**src/rtl/modem_ctrl_defines.svh**
```systemverilog
// register indices, field positions, reset values and timing constants
// assumes byte address equals four times the register index
`ifndef MODEM_CTRL_DEFINES_SVH
`define MODEM_CTRL_DEFINES_SVH

`define IDX_RX_BURST_LEN_LOW        8'h2E
`define IDX_RX_PROBE_SELECT         8'h38
`define IDX_FILTER_SECTION_POWER_OFF 8'h39
`define IDX_RX_BURST_LEN_HIGH       8'h3A
`define IDX_LOOPBACK_OVERLAY_CTRL   8'h3B
`define IDX_TX_MODE_CTRL            8'h40
`define IDX_TX_CHIP_DIVIDER         8'h41
`define IDX_TX_CHIPS_PER_SYMBOL     8'h42
`define IDX_BLOCK_STATUS            8'h5F

`define RST_BYTE                    8'h00
`define RST_CHIP_DIVIDER            6'h01
`define RST_CHIPS_PER_SYMBOL        6'h0F

`define LB_MF_BIT                   0
`define LB_IF_BIT                   1
`define OVL_SEL_LSB                 2
`define TXM_BPSK_BIT                0
`define TXM_OFFSET_BIN_BIT          1
`define TXM_MANUAL_CHIP_BIT         2
`define TXM_INVERT_SYM_BIT          3

`define BURST_OVERHEAD              16'h0002
`define OVERLAY_SEED                10'h3FF
`define IF_MSB_FLIP                 8'h80
`define MF_SECTIONS                 7

`endif

```
**src/rtl/modem_ctrl_pkg.sv**
```systemverilog
// shared types of the burst modem control block
// assumes the defines header is included by the users
package modem_ctrl_pkg;
    typedef enum logic {
        RX_ACQ,
        RX_DATA
    } rx_mode_e;

    typedef enum logic [1:0] {
        OVL_OFF,
        OVL_63,
        OVL_511,
        OVL_1023
    } overlay_sel_e;

    typedef logic [127:0] probe_points_t;
    typedef logic [7:0]   sample_t;
endpackage

```
**src/rtl/modem_sub_ifs.sv**
```systemverilog
// carriers between the control top and its two helper modules
// assumes a single clock shared by all parties
`timescale 1ns/1ns
interface overlay_if;
    import modem_ctrl_pkg::*;
    overlay_sel_e sel;
    logic         restart;
    logic         step;
    logic         code_bit;
    modport gen  (input sel, input restart, input step, output code_bit);
    modport user (output sel, output restart, output step, input code_bit);
endinterface

interface chip_div_if;
    logic [5:0] div;
    logic       run;
    logic       tick;
    modport gen  (input div, input run, output tick);
    modport user (output div, output run, input tick);
endinterface

```
**src/rtl/chip_divider.sv**
```systemverilog
// internal chip clock generator: one tick every div+1 clocks
// assumes div is at least one while run is high
`timescale 1ns/1ns
module chip_divider (
    input  wire logic  pclk,
    input  wire logic  presetn,
    chip_div_if.gen    cd
);
    import modem_ctrl_pkg::*;

    typedef struct packed {
        logic [5:0] cnt;
        logic       tick;
    } div_state_s;

    div_state_s st;
    div_state_s next_st;

    always_comb begin
        next_st      = st;
        next_st.tick = 1'b0;
        if (!cd.run) begin
            next_st.cnt = 6'h00;
        end else if (st.cnt >= cd.div) begin
            next_st.cnt  = 6'h00;
            next_st.tick = 1'b1;
        end else begin
            next_st.cnt = st.cnt + 6'h01;
        end
    end

    always_ff @(posedge pclk or negedge presetn) begin
        if (!presetn) begin
            st <= '0;
        end else begin
            st <= next_st;
        end
    end

    assign cd.tick = st.tick;
endmodule

```
**src/rtl/overlay_gen.sv**
```systemverilog
// receiver overlay code generator, one code bit per step
// assumes restart is pulsed at the start of each burst
`timescale 1ns/1ns
`include "modem_ctrl_defines.svh"
module overlay_gen (
    input  wire logic  pclk,
    input  wire logic  presetn,
    overlay_if.gen     ov
);
    import modem_ctrl_pkg::*;

    typedef struct packed {
        logic [9:0] lfsr;
    } ovl_state_s;

    ovl_state_s st;
    ovl_state_s next_st;
    logic       fb;

    // taps x2 x3 x5 common to all three codes, top tap by length
    always_comb begin
        next_st = st;
        fb      = st.lfsr[1] ^ st.lfsr[2] ^ st.lfsr[4];
        case (ov.sel)
            OVL_63:   fb = fb ^ st.lfsr[5];
            OVL_511:  fb = fb ^ st.lfsr[8];
            OVL_1023: fb = fb ^ st.lfsr[9];
            default:  fb = 1'b0;
        endcase
        if (ov.restart) begin
            next_st.lfsr = `OVERLAY_SEED;
        end else if (ov.step && ov.sel != OVL_OFF) begin
            next_st.lfsr = {st.lfsr[8:0], fb};
        end
    end

    always_ff @(posedge pclk or negedge presetn) begin
        if (!presetn) begin
            st <= '0;
        end else begin
            st <= next_st;
        end
    end

    assign ov.code_bit = (ov.sel != OVL_OFF) & st.lfsr[0];
endmodule

```
**src/rtl/burst_modem_test_tx_control.sv**
```systemverilog
// control registers, receiver test routing and transmit data request
// assumes pclk is both IF clocks; all pins synchronous except the
// manual chip pulse, which is synchronised here
//
// Behaviour
// - probe select picks one of sixteen receiver test points for probe bus
// - receiver disable clears probe select to zero
// - power-saver bit k turns off filter taps 9k+1 to 9k+9
// - acquisition mode keeps every tap section powered
// - tap zero has no power control and stays on
// - burst length is 16 bits in two bytes; data symbols are value minus two
// - burst ends after the programmed symbols; receiver returns to acquisition
// - filter loopback feeds transmit I and Q chips into the filter
// - IF loopback feeds transmit IF samples into receiver I input
// - overlay select codes off, 63, 511 and 1023 symbol sequences
// - overlay bit removed from I and Q of each symbol received in data mode
// - overlay generator restarts at each burst start
// - mode bit low selects QPSK differential, high selects BPSK
// - BPSK requests one bit per symbol one chip before end
// - QPSK requests twice, one chip before mid and before end
// - request leads latch by one chip and drops at the latch edge
// - offset-binary bit inverts the IF output MSB
// - manual chip bit selects external pulses or internal divider
// - manual chip pulse is synchronised and edge detected
// - invert-symbol bit inverts I and Q after differential encoding
// - internal chip rate is clock divided by n plus one
//
// Chosen here: the APB slave port.
`timescale 1ns/1ns
`include "modem_ctrl_defines.svh"
module burst_modem_test_tx_control (
    input  wire logic                          pclk,
    input  wire logic                          presetn,
    input  wire logic                          psel,
    input  wire logic                          penable,
    input  wire logic                          pwrite,
    input  wire logic [11:0]                   paddr,
    input  wire logic [31:0]                   pwdata,
    output logic      [31:0]                   prdata,
    output logic                               pready,
    output logic                               pslverr,
    input  wire logic                          rx_enable_pin,
    input  wire modem_ctrl_pkg::probe_points_t rx_probe_points,
    output logic      [7:0]                    rx_probe_bus,
    output logic      [7:0]                    mf_section_power,
    input  wire logic                          rx_preamble_det,
    input  wire logic                          rx_symbol_strobe,
    input  wire logic                          rx_sym_i,
    input  wire logic                          rx_sym_q,
    output logic                               rx_data_i,
    output logic                               rx_data_q,
    output logic                               rx_data_valid,
    output logic                               rx_acq_mode,
    input  wire logic                          mf_i_ext,
    input  wire logic                          mf_q_ext,
    output logic                               mf_i_in,
    output logic                               mf_q_in,
    input  wire modem_ctrl_pkg::sample_t       rx_i_sample_in,
    output modem_ctrl_pkg::sample_t            rx_i_sample,
    input  wire logic                          tx_enable_pin,
    input  wire logic                          manual_chip_pulse,
    input  wire logic                          tx_serial_in,
    output logic                               tx_bit_request,
    input  wire logic                          tx_pn_chip,
    output logic                               tx_i_chip_out,
    output logic                               tx_q_chip_out,
    input  wire modem_ctrl_pkg::sample_t       tx_if_mod,
    output modem_ctrl_pkg::sample_t            tx_if_sample_out
);
    import modem_ctrl_pkg::*;

    typedef struct packed {
        logic [7:0]  burst_lo;
        logic [7:0]  burst_hi;
        logic [3:0]  probe_sel;
        logic [6:0]  pwr_off;
        logic [3:0]  lb_ctrl;
        logic [3:0]  tx_mode;
        logic [5:0]  chip_div;
        logic [5:0]  chips_sym;
        logic [31:0] prdata;
        logic        pready;
        logic        pslverr;
        rx_mode_e    rx_mode;
        logic [15:0] sym_cnt;
        logic [7:0]  probe_bus;
        logic [7:0]  mf_pwr;
        logic        data_i;
        logic        data_q;
        logic        data_valid;
        logic        mf_i;
        logic        mf_q;
        logic [7:0]  rx_i_smp;
        logic        mchp_s1;
        logic        mchp_s2;
        logic        mchp_s3;
        logic [5:0]  chip_idx;
        logic        req;
        logic        first_i;
        logic        enc_i;
        logic        enc_q;
        logic        i_chip;
        logic        q_chip;
        logic [7:0]  if_out;
    } top_state_s;

    top_state_s st;
    top_state_s next_st;

    overlay_if  ovl ();
    chip_div_if cdv ();

    overlay_gen u_overlay (
        .pclk    (pclk),
        .presetn (presetn),
        .ov      (ovl.gen)
    );

    chip_divider u_divider (
        .pclk    (pclk),
        .presetn (presetn),
        .cd      (cdv.gen)
    );

    logic [7:0]  idx;
    logic        addr_ok;
    logic        wr_fire;
    logic [7:0]  rd_byte;
    logic [7:0]  wb;
    logic [15:0] burst_len;
    logic [15:0] sym_next;
    logic        chip_en;
    logic        qpsk;
    logic [5:0]  nidx;
    logic [5:0]  half;
    logic        end_latch;
    logic        mid_latch;
    logic        req_set;
    logic        sym_i;
    logic        sym_q;

    assign idx       = paddr[9:2];
    assign wb        = pwdata[7:0];
    assign burst_len = {st.burst_hi, st.burst_lo};
    assign qpsk      = !st.tx_mode[`TXM_BPSK_BIT];
    assign chip_en   = st.tx_mode[`TXM_MANUAL_CHIP_BIT] ?
                       (st.mchp_s2 & !st.mchp_s3) : cdv.tick;
    assign nidx      = (st.chip_idx == st.chips_sym) ? 6'h00 :
                       st.chip_idx + 6'h01;
    assign half      = 6'((7'(st.chips_sym) + 7'h01) >> 1);
    assign end_latch = chip_en && (st.chip_idx == st.chips_sym);
    assign mid_latch = chip_en && qpsk && (nidx == half);
    assign req_set   = chip_en && tx_enable_pin &&
                       ((nidx == st.chips_sym) ||
                        (qpsk && nidx == half - 6'h01));
    assign sym_i     = st.enc_i ^ st.tx_mode[`TXM_INVERT_SYM_BIT];
    assign sym_q     = st.enc_q ^ st.tx_mode[`TXM_INVERT_SYM_BIT];

    assign cdv.div = st.chip_div;
    assign cdv.run = tx_enable_pin;

    assign ovl.sel     = overlay_sel_e'(st.lb_ctrl[`OVL_SEL_LSB +: 2]);
    assign ovl.restart = (st.rx_mode == RX_ACQ) && rx_preamble_det;
    assign ovl.step    = (st.rx_mode == RX_DATA) && rx_symbol_strobe;

    // unused bits are never stored, so they read back as zero
    always_comb begin
        addr_ok = 1'b1;
        rd_byte = `RST_BYTE;
        case (idx)
            `IDX_RX_BURST_LEN_LOW:         rd_byte = st.burst_lo;
            `IDX_RX_BURST_LEN_HIGH:        rd_byte = st.burst_hi;
            `IDX_RX_PROBE_SELECT:          rd_byte = {4'h0, st.probe_sel};
            `IDX_FILTER_SECTION_POWER_OFF: rd_byte = {1'b0, st.pwr_off};
            `IDX_LOOPBACK_OVERLAY_CTRL:    rd_byte = {4'h0, st.lb_ctrl};
            `IDX_TX_MODE_CTRL:             rd_byte = {4'h0, st.tx_mode};
            `IDX_TX_CHIP_DIVIDER:          rd_byte = {2'h0, st.chip_div};
            `IDX_TX_CHIPS_PER_SYMBOL:      rd_byte = {2'h0, st.chips_sym};
            `IDX_BLOCK_STATUS:
                rd_byte = {6'h00, st.req, st.rx_mode == RX_ACQ};
            default:                       addr_ok = 1'b0;
        endcase
        if (paddr[11:10] != 2'h0 || paddr[1:0] != 2'h0) begin
            addr_ok = 1'b0;
        end
    end

    assign wr_fire = psel && penable && st.pready && pwrite && addr_ok;

    always_comb begin
        next_st  = st;
        sym_next = st.sym_cnt + 16'h0001;

        // one wait state: pready rises in the second access cycle
        next_st.pready  = psel && penable && !st.pready;
        next_st.pslverr = psel && penable && !st.pready && !addr_ok;
        if (psel && penable && !st.pready) begin
            next_st.prdata = {24'h000000, rd_byte};
        end

        if (wr_fire) begin
            case (idx)
                `IDX_RX_BURST_LEN_LOW:         next_st.burst_lo = wb;
                `IDX_RX_BURST_LEN_HIGH:        next_st.burst_hi = wb;
                `IDX_RX_PROBE_SELECT:          next_st.probe_sel = wb[3:0];
                `IDX_FILTER_SECTION_POWER_OFF: next_st.pwr_off = wb[6:0];
                `IDX_LOOPBACK_OVERLAY_CTRL:    next_st.lb_ctrl = wb[3:0];
                `IDX_TX_MODE_CTRL:             next_st.tx_mode = wb[3:0];
                `IDX_TX_CHIP_DIVIDER:          next_st.chip_div = wb[5:0];
                `IDX_TX_CHIPS_PER_SYMBOL:      next_st.chips_sym = wb[5:0];
                default:                       next_st.burst_lo = st.burst_lo;
            endcase
        end

        // receiver burst control
        next_st.data_valid = 1'b0;
        case (st.rx_mode)
            RX_ACQ: begin
                if (rx_preamble_det) begin
                    next_st.rx_mode = RX_DATA;
                    next_st.sym_cnt = 16'h0000;
                end
            end
            RX_DATA: begin
                if (rx_symbol_strobe) begin
                    next_st.sym_cnt    = sym_next;
                    next_st.data_i     = rx_sym_i ^ ovl.code_bit;
                    next_st.data_q     = rx_sym_q ^ ovl.code_bit;
                    next_st.data_valid = 1'b1;
                    if (sym_next >= burst_len - `BURST_OVERHEAD) begin
                        next_st.rx_mode = RX_ACQ;
                    end
                end
            end
            default: next_st.rx_mode = RX_ACQ;
        endcase
        // a disabled receiver always restarts in acquisition
        if (!rx_enable_pin) begin
            next_st.rx_mode   = RX_ACQ;
            next_st.probe_sel = 4'h0;
        end

        next_st.probe_bus = rx_probe_points[{st.probe_sel, 3'h0} +: 8];
        next_st.mf_pwr    = (st.rx_mode == RX_ACQ) ? 8'hFF :
                            {~st.pwr_off, 1'b1};
        next_st.mf_i      = st.lb_ctrl[`LB_MF_BIT] ? st.i_chip : mf_i_ext;
        next_st.mf_q      = st.lb_ctrl[`LB_MF_BIT] ? st.q_chip : mf_q_ext;
        next_st.rx_i_smp  = st.lb_ctrl[`LB_IF_BIT] ? st.if_out :
                            rx_i_sample_in;

        // manual chip pulse synchroniser and edge stage
        next_st.mchp_s1 = manual_chip_pulse;
        next_st.mchp_s2 = st.mchp_s1;
        next_st.mchp_s3 = st.mchp_s2;

        // transmit symbol timing and data request
        if (chip_en) begin
            next_st.chip_idx = nidx;
            next_st.i_chip   = sym_i ^ tx_pn_chip;
            next_st.q_chip   = sym_q ^ tx_pn_chip;
        end
        if (mid_latch) begin
            next_st.first_i = tx_serial_in;
        end
        if (end_latch) begin
            if (qpsk) begin
                next_st.enc_i = st.enc_i ^ st.first_i;
                next_st.enc_q = st.enc_q ^ tx_serial_in;
            end else begin
                next_st.enc_i = st.enc_i ^ tx_serial_in;
                next_st.enc_q = st.enc_i ^ tx_serial_in;
            end
        end
        // a new request wins over the drop at the same edge
        if (req_set) begin
            next_st.req = 1'b1;
        end else if (end_latch || mid_latch) begin
            next_st.req = 1'b0;
        end
        next_st.if_out = tx_if_mod ^
                         (st.tx_mode[`TXM_OFFSET_BIN_BIT] ?
                          `IF_MSB_FLIP : 8'h00);
        if (!tx_enable_pin) begin
            next_st.chip_idx = 6'h00;
            next_st.req      = 1'b0;
            next_st.enc_i    = 1'b0;
            next_st.enc_q    = 1'b0;
            next_st.first_i  = 1'b0;
        end
    end

    always_ff @(posedge pclk or negedge presetn) begin
        if (!presetn) begin
            st           <= '0;
            st.rx_mode   <= RX_ACQ;
            st.chip_div  <= `RST_CHIP_DIVIDER;
            st.chips_sym <= `RST_CHIPS_PER_SYMBOL;
            st.mf_pwr    <= 8'hFF;
        end else begin
            st <= next_st;
        end
    end

    assign prdata           = st.prdata;
    assign pready           = st.pready;
    assign pslverr          = st.pslverr;
    assign rx_probe_bus     = st.probe_bus;
    assign mf_section_power = st.mf_pwr;
    assign rx_data_i        = st.data_i;
    assign rx_data_q        = st.data_q;
    assign rx_data_valid    = st.data_valid;
    assign rx_acq_mode      = (st.rx_mode == RX_ACQ);
    assign mf_i_in          = st.mf_i;
    assign mf_q_in          = st.mf_q;
    assign rx_i_sample      = st.rx_i_smp;
    assign tx_bit_request   = st.req;
    assign tx_i_chip_out    = st.i_chip;
    assign tx_q_chip_out    = st.q_chip;
    assign tx_if_sample_out = st.if_out;
endmodule

```
**config.mk**
```make
export PLATFORM = sky130hd
export DESIGN_NAME = burst_modem_test_tx_control
export DESIGN_NICKNAME = d
export VERILOG_FILES = /design/src/rtl/modem_ctrl_pkg.sv /design/src/rtl/modem_sub_ifs.sv /design/src/rtl/chip_divider.sv /design/src/rtl/overlay_gen.sv /design/src/rtl/burst_modem_test_tx_control.sv
export VERILOG_INCLUDE_DIRS = /design/src /design/src/rtl
export SDC_FILE = /design/constraint.sdc
export NUM_CORES = 1
export LEC_CHECK = 0
export BUFFER_PORTS_ARGS = -buffer_cell sky130_fd_sc_hd__buf_2
export CAP_MARGIN = 30
export CORE_ASPECT_RATIO = 0.6
export CORE_MARGIN = 5
export CORE_UTILIZATION = 40
export DETAILED_ROUTE_END_ITERATION = 7
export PLACE_DENSITY_LB_ADDON = 0.05
export SYNTH_ARGS = -nofsm -noshare
export SYNTH_HDL_FRONTEND = slang
export SYNTH_HIERARCHICAL = 1
export SYNTH_SLANG_ARGS = --single-unit
export TNS_END_PERCENT = 10
```
**constraint.sdc**
```tcl
create_clock -name pclk -period 3.46 [get_ports pclk]
set_input_delay 0.346 -clock pclk [delete_from_list [all_inputs] [get_ports pclk]]
set_output_delay 0.346 -clock pclk [all_outputs]
set_load 0.03 [all_outputs]
```
==> impl_metrics.csv <==
group,metric,value,unit
synth,ys_types,62,
cells_and_area,antenna-diode-count,0,
detailed_routing,vias_per_cell,5.33,
synth,synth_compound_area_share,10.3,%
grt,overflow,0,
clocking,clock_latency,0.43,ns
sta,fmax,353,MHz
synth,ys_warn_count,6,
sta,worst_pin_slew,0.900,ns
worst_setup_path,critical_path_class,"reg -> reg",
cells_and_area,syn2layout_area_growth,17.6,%
power_and_ir_drop,ir_drop,0.342,mV
sta,finalSetupViolCount,0,
cells_and_area,fin_nets,1257,
placement,post-dp-hpwl,20.9,mm
detailed_routing,ant_nets,0,
synth,synth_edf_count,0,
synth,synth-main-ff-cell,"dfrtp_1",
detailed_routing,wl_per_cell,20.3,um
placement,place_inst,1292,
synth,synthMuxAreaShare,17.8,%
clocking,cts_buffer_depth,2,
worst_setup_path,critPathArrivalTime,3.19,ns
grt,grt_pass1_vias,6826,
floorplan,initial_core_util,40.6,%
sta,hold_viol_final,3,
detailed_routing,num_vias,7059,
detailed_routing,wirelength,26.8,mm
clocking,h-tree-depth,4,
synth,synth_top_family_by_area,"multiplexers",
synth,synth_fa_ha_area_share,3.92,%
floorplan,dieArea,0.0256,sq mm
grt,antenna_found_initial,0,
synth,synthXorXnorAreaFrac,6.71,%
power_and_ir_drop,leakage,4.95,nW
clocking,clk_pin_slew,0.07,ns
floorplan,die_w,203,um
placement,portBuffers,229,
synth,synth-seq-area-share,39.9,%
worst_setup_path,cp-end-kind,"flop",
cells_and_area,final_util,47.8,%
synth,syn_area,0.00895,sq mm
grt,grt_max_degree,88,
outcome,status,"complete, but fails checks",
clocking,cts_setup_buffers,0,
placement,place_congestion,0.825,
cells_and_area,drive_above_1_share,37.9,%
clocking,clockRootBuffer,"clkbuf_16",
clocking,ctsResizeCount,0,
cells_and_area,finalNonFillerCells,1324,
sta,whs,-0.0178,ns
synth,syn_area_per_cell,10.6,sq um
outcome,violations,"hold timing",
synth,synth-simple-area-share,13.1,%
clocking,clkSinkCount,142,
clocking,ctsHoldBuffers,0,
synth,async_reset_ff_share,100,%
sta,finalCriticalPeriod,2.84,ns
sta,setup_tns,0,ns
detailed_routing,drc,0,
sta,post-route-period-util,81.9,%
synth,ys_ff_latch,142,
clocking,cts_tree,"built",
grt,track_usage,20.9,%
detailed_routing,drtIter0Drc,568,
flow_run,maxCapViolations,0,
grt,grt_pass1_wl,41.3,mm
worst_hold_path,hold_path_class,"in -> async",
detailed_routing,dr.pass1.iters,6,
power_and_ir_drop,p_per_area,364,mW/mm^2
worst_setup_path,crit_required,3.82,ns
worst_setup_path,start_kind,"flop",
worst_setup_path,path_max_fanout,5,
clocking,numCtsBuffers,17,
floorplan,pin_count,279,
sta,drv_slew,0,
floorplan,core,0.0220,sq mm
floorplan,num_rows,42,
sta,rsz0062_at_grt,"false",
sta,finClkSkew,0.00979,ns
floorplan,fp.dieH,126,um
synth,syn-instance-count,847,
sta,slew_headroom,40.0,%
[worst max-delay path: stages, from the launching register on]
cell	delay (ns)
dfrtp_1	0.45
nor4_1	0.64
nand2_1	0.17
nor4_1	0.29
xnor2_1	0.18
ha_1	0.28
a41oi_1	0.21
o21ai_0	0.11
a221o_1	0.30
a21oi_1	0.13
[path summary, 6_finish.rpt]
kind                                     startpoint                       endpoint  slack (ns)  cells after the start
setup / recovery           burst_len[4]$_DFFE_PN0P_               st[68]$_DFF_PN0_        0.62                      9
hold / removal                              presetn             st[59]$_DFFE_PN0P_       -0.02                      1
setup reg to reg           burst_len[4]$_DFFE_PN0P_               st[68]$_DFF_PN0_        0.62                      9
hold reg to reg               next_st[21]$_DFF_PN0_          next_st[20]$_DFF_PN0_        0.35                      0
max in group asynchronous                   presetn  mf_section_power[6]$_DFF_PN1_        2.61                      2
min in group pclk                      tx_if_mod[1]  tx_if_sample_out[1]$_DFF_PN0_        0.02                      1
[Yosys cell counts (18+ instances only)]
master | count | share of area [%]
inv_1 | 18 | 0.76
o21ai_0 | 53 | 3.0
dfrtp_1 | 130 | 36
clkbuf_1 | 22 | 0.92
a21oi_1 | 26 | 1.5
ha_1 | 28 | 3.9
xor2_1 | 32 | 3.1
xnor2_1 | 31 | 3.0
mux2_2 | 54 | 6.8
nand2_1 | 91 | 3.8
mux4_2 | 41 | 10
nor2_1 | 41 | 1.7
nand3_1 | 37 | 2.1
buf_4 | 66 | 5.5
[through the flow]
stage | instance area [sq um] | setup WS [ns] | power (mW)
2_1_floorplan | 9030 | 0.918 | 1.99
3_3_place_gp | 9990 | 0.758 | 2.17
3_5_place_dp | 9990 | 0.706 | 2.17
4_1_cts | 10500 | 0.692 | 3.87
5_1_grt | 10500 | 0.440 | 3.98
6_report | 10500 | 0.625 | 3.83
[cell families (layout without fill, tap and decap cells)]
family                     Yosys count  in the layout
AOI/OAI and AO/OA                  144            144
xor gates and xnor gates            66             66
adders and majority gates           28             28
buffers and inverters              124            292
DFF                                142            142
muxes                              101            101
other                                2             25
and+or+nand+nor                    240            240
[power breakdown]
group          leakage, nW  switching (mW)  internal (mW)
Combinational         2.91           0.262          0.164
Sequential            1.80          0.0189           1.70
Clock                0.244           0.736          0.950
[layout make-up]
class	count	area, sq um
Timing Repair Buffer	241	1250
Sequential cell	142	3570
Inverter	19	71.3
Tap cell	286	358
Fill cell	2112	11500
Multi-Input combinational cell	604	4730
Clock inverter	10	68.8
Clock buffer	22	464
[cells in the final DEF, fill, tap and decap left out, drive strengths merged, types with 8 or more instances in the layout]
cell type,n
and2,8
mux4,41
nor2,42
o21ai,53
buf,241
clkbuf,22
inv,18
nor2b,9
nand3,37
a22oi,11
ha,28
conb,25
mux2,54
nand2,91
xor2,34
dfstp,12
dfrtp,130
nor4,11
xnor2,32
and3,10
nor3,9
a21oi,29
[flip-flops by register name (all words and copies together) (netlist names), 2 cells and up]
name	flops
tx_if_sample_out	8
burst_len	16
cdv.div	6
ovl.sel	2
u_overlay/st	10
rx_i_sample	8
u_divider/st	6
next_st	2
mf_section_power	7
prdata	8
st	50
rx_probe_bus	8
[per-layer routing]
| layer | global-route usage [%] | wire (um) | vias to the layer above |
|---|---|---|---|
| met5 | 0 | 0 | - |
| met4 | 3.09 | 93 | 0 |
| met3 | 5.65 | 2080 | 7 |
| met2 | 27.2 | 10600 | 260 |
| met1 | 34.7 | 14100 | 3485 |
| li1 | - | - | 3307 |
Power figures use the tool's default switching activity.
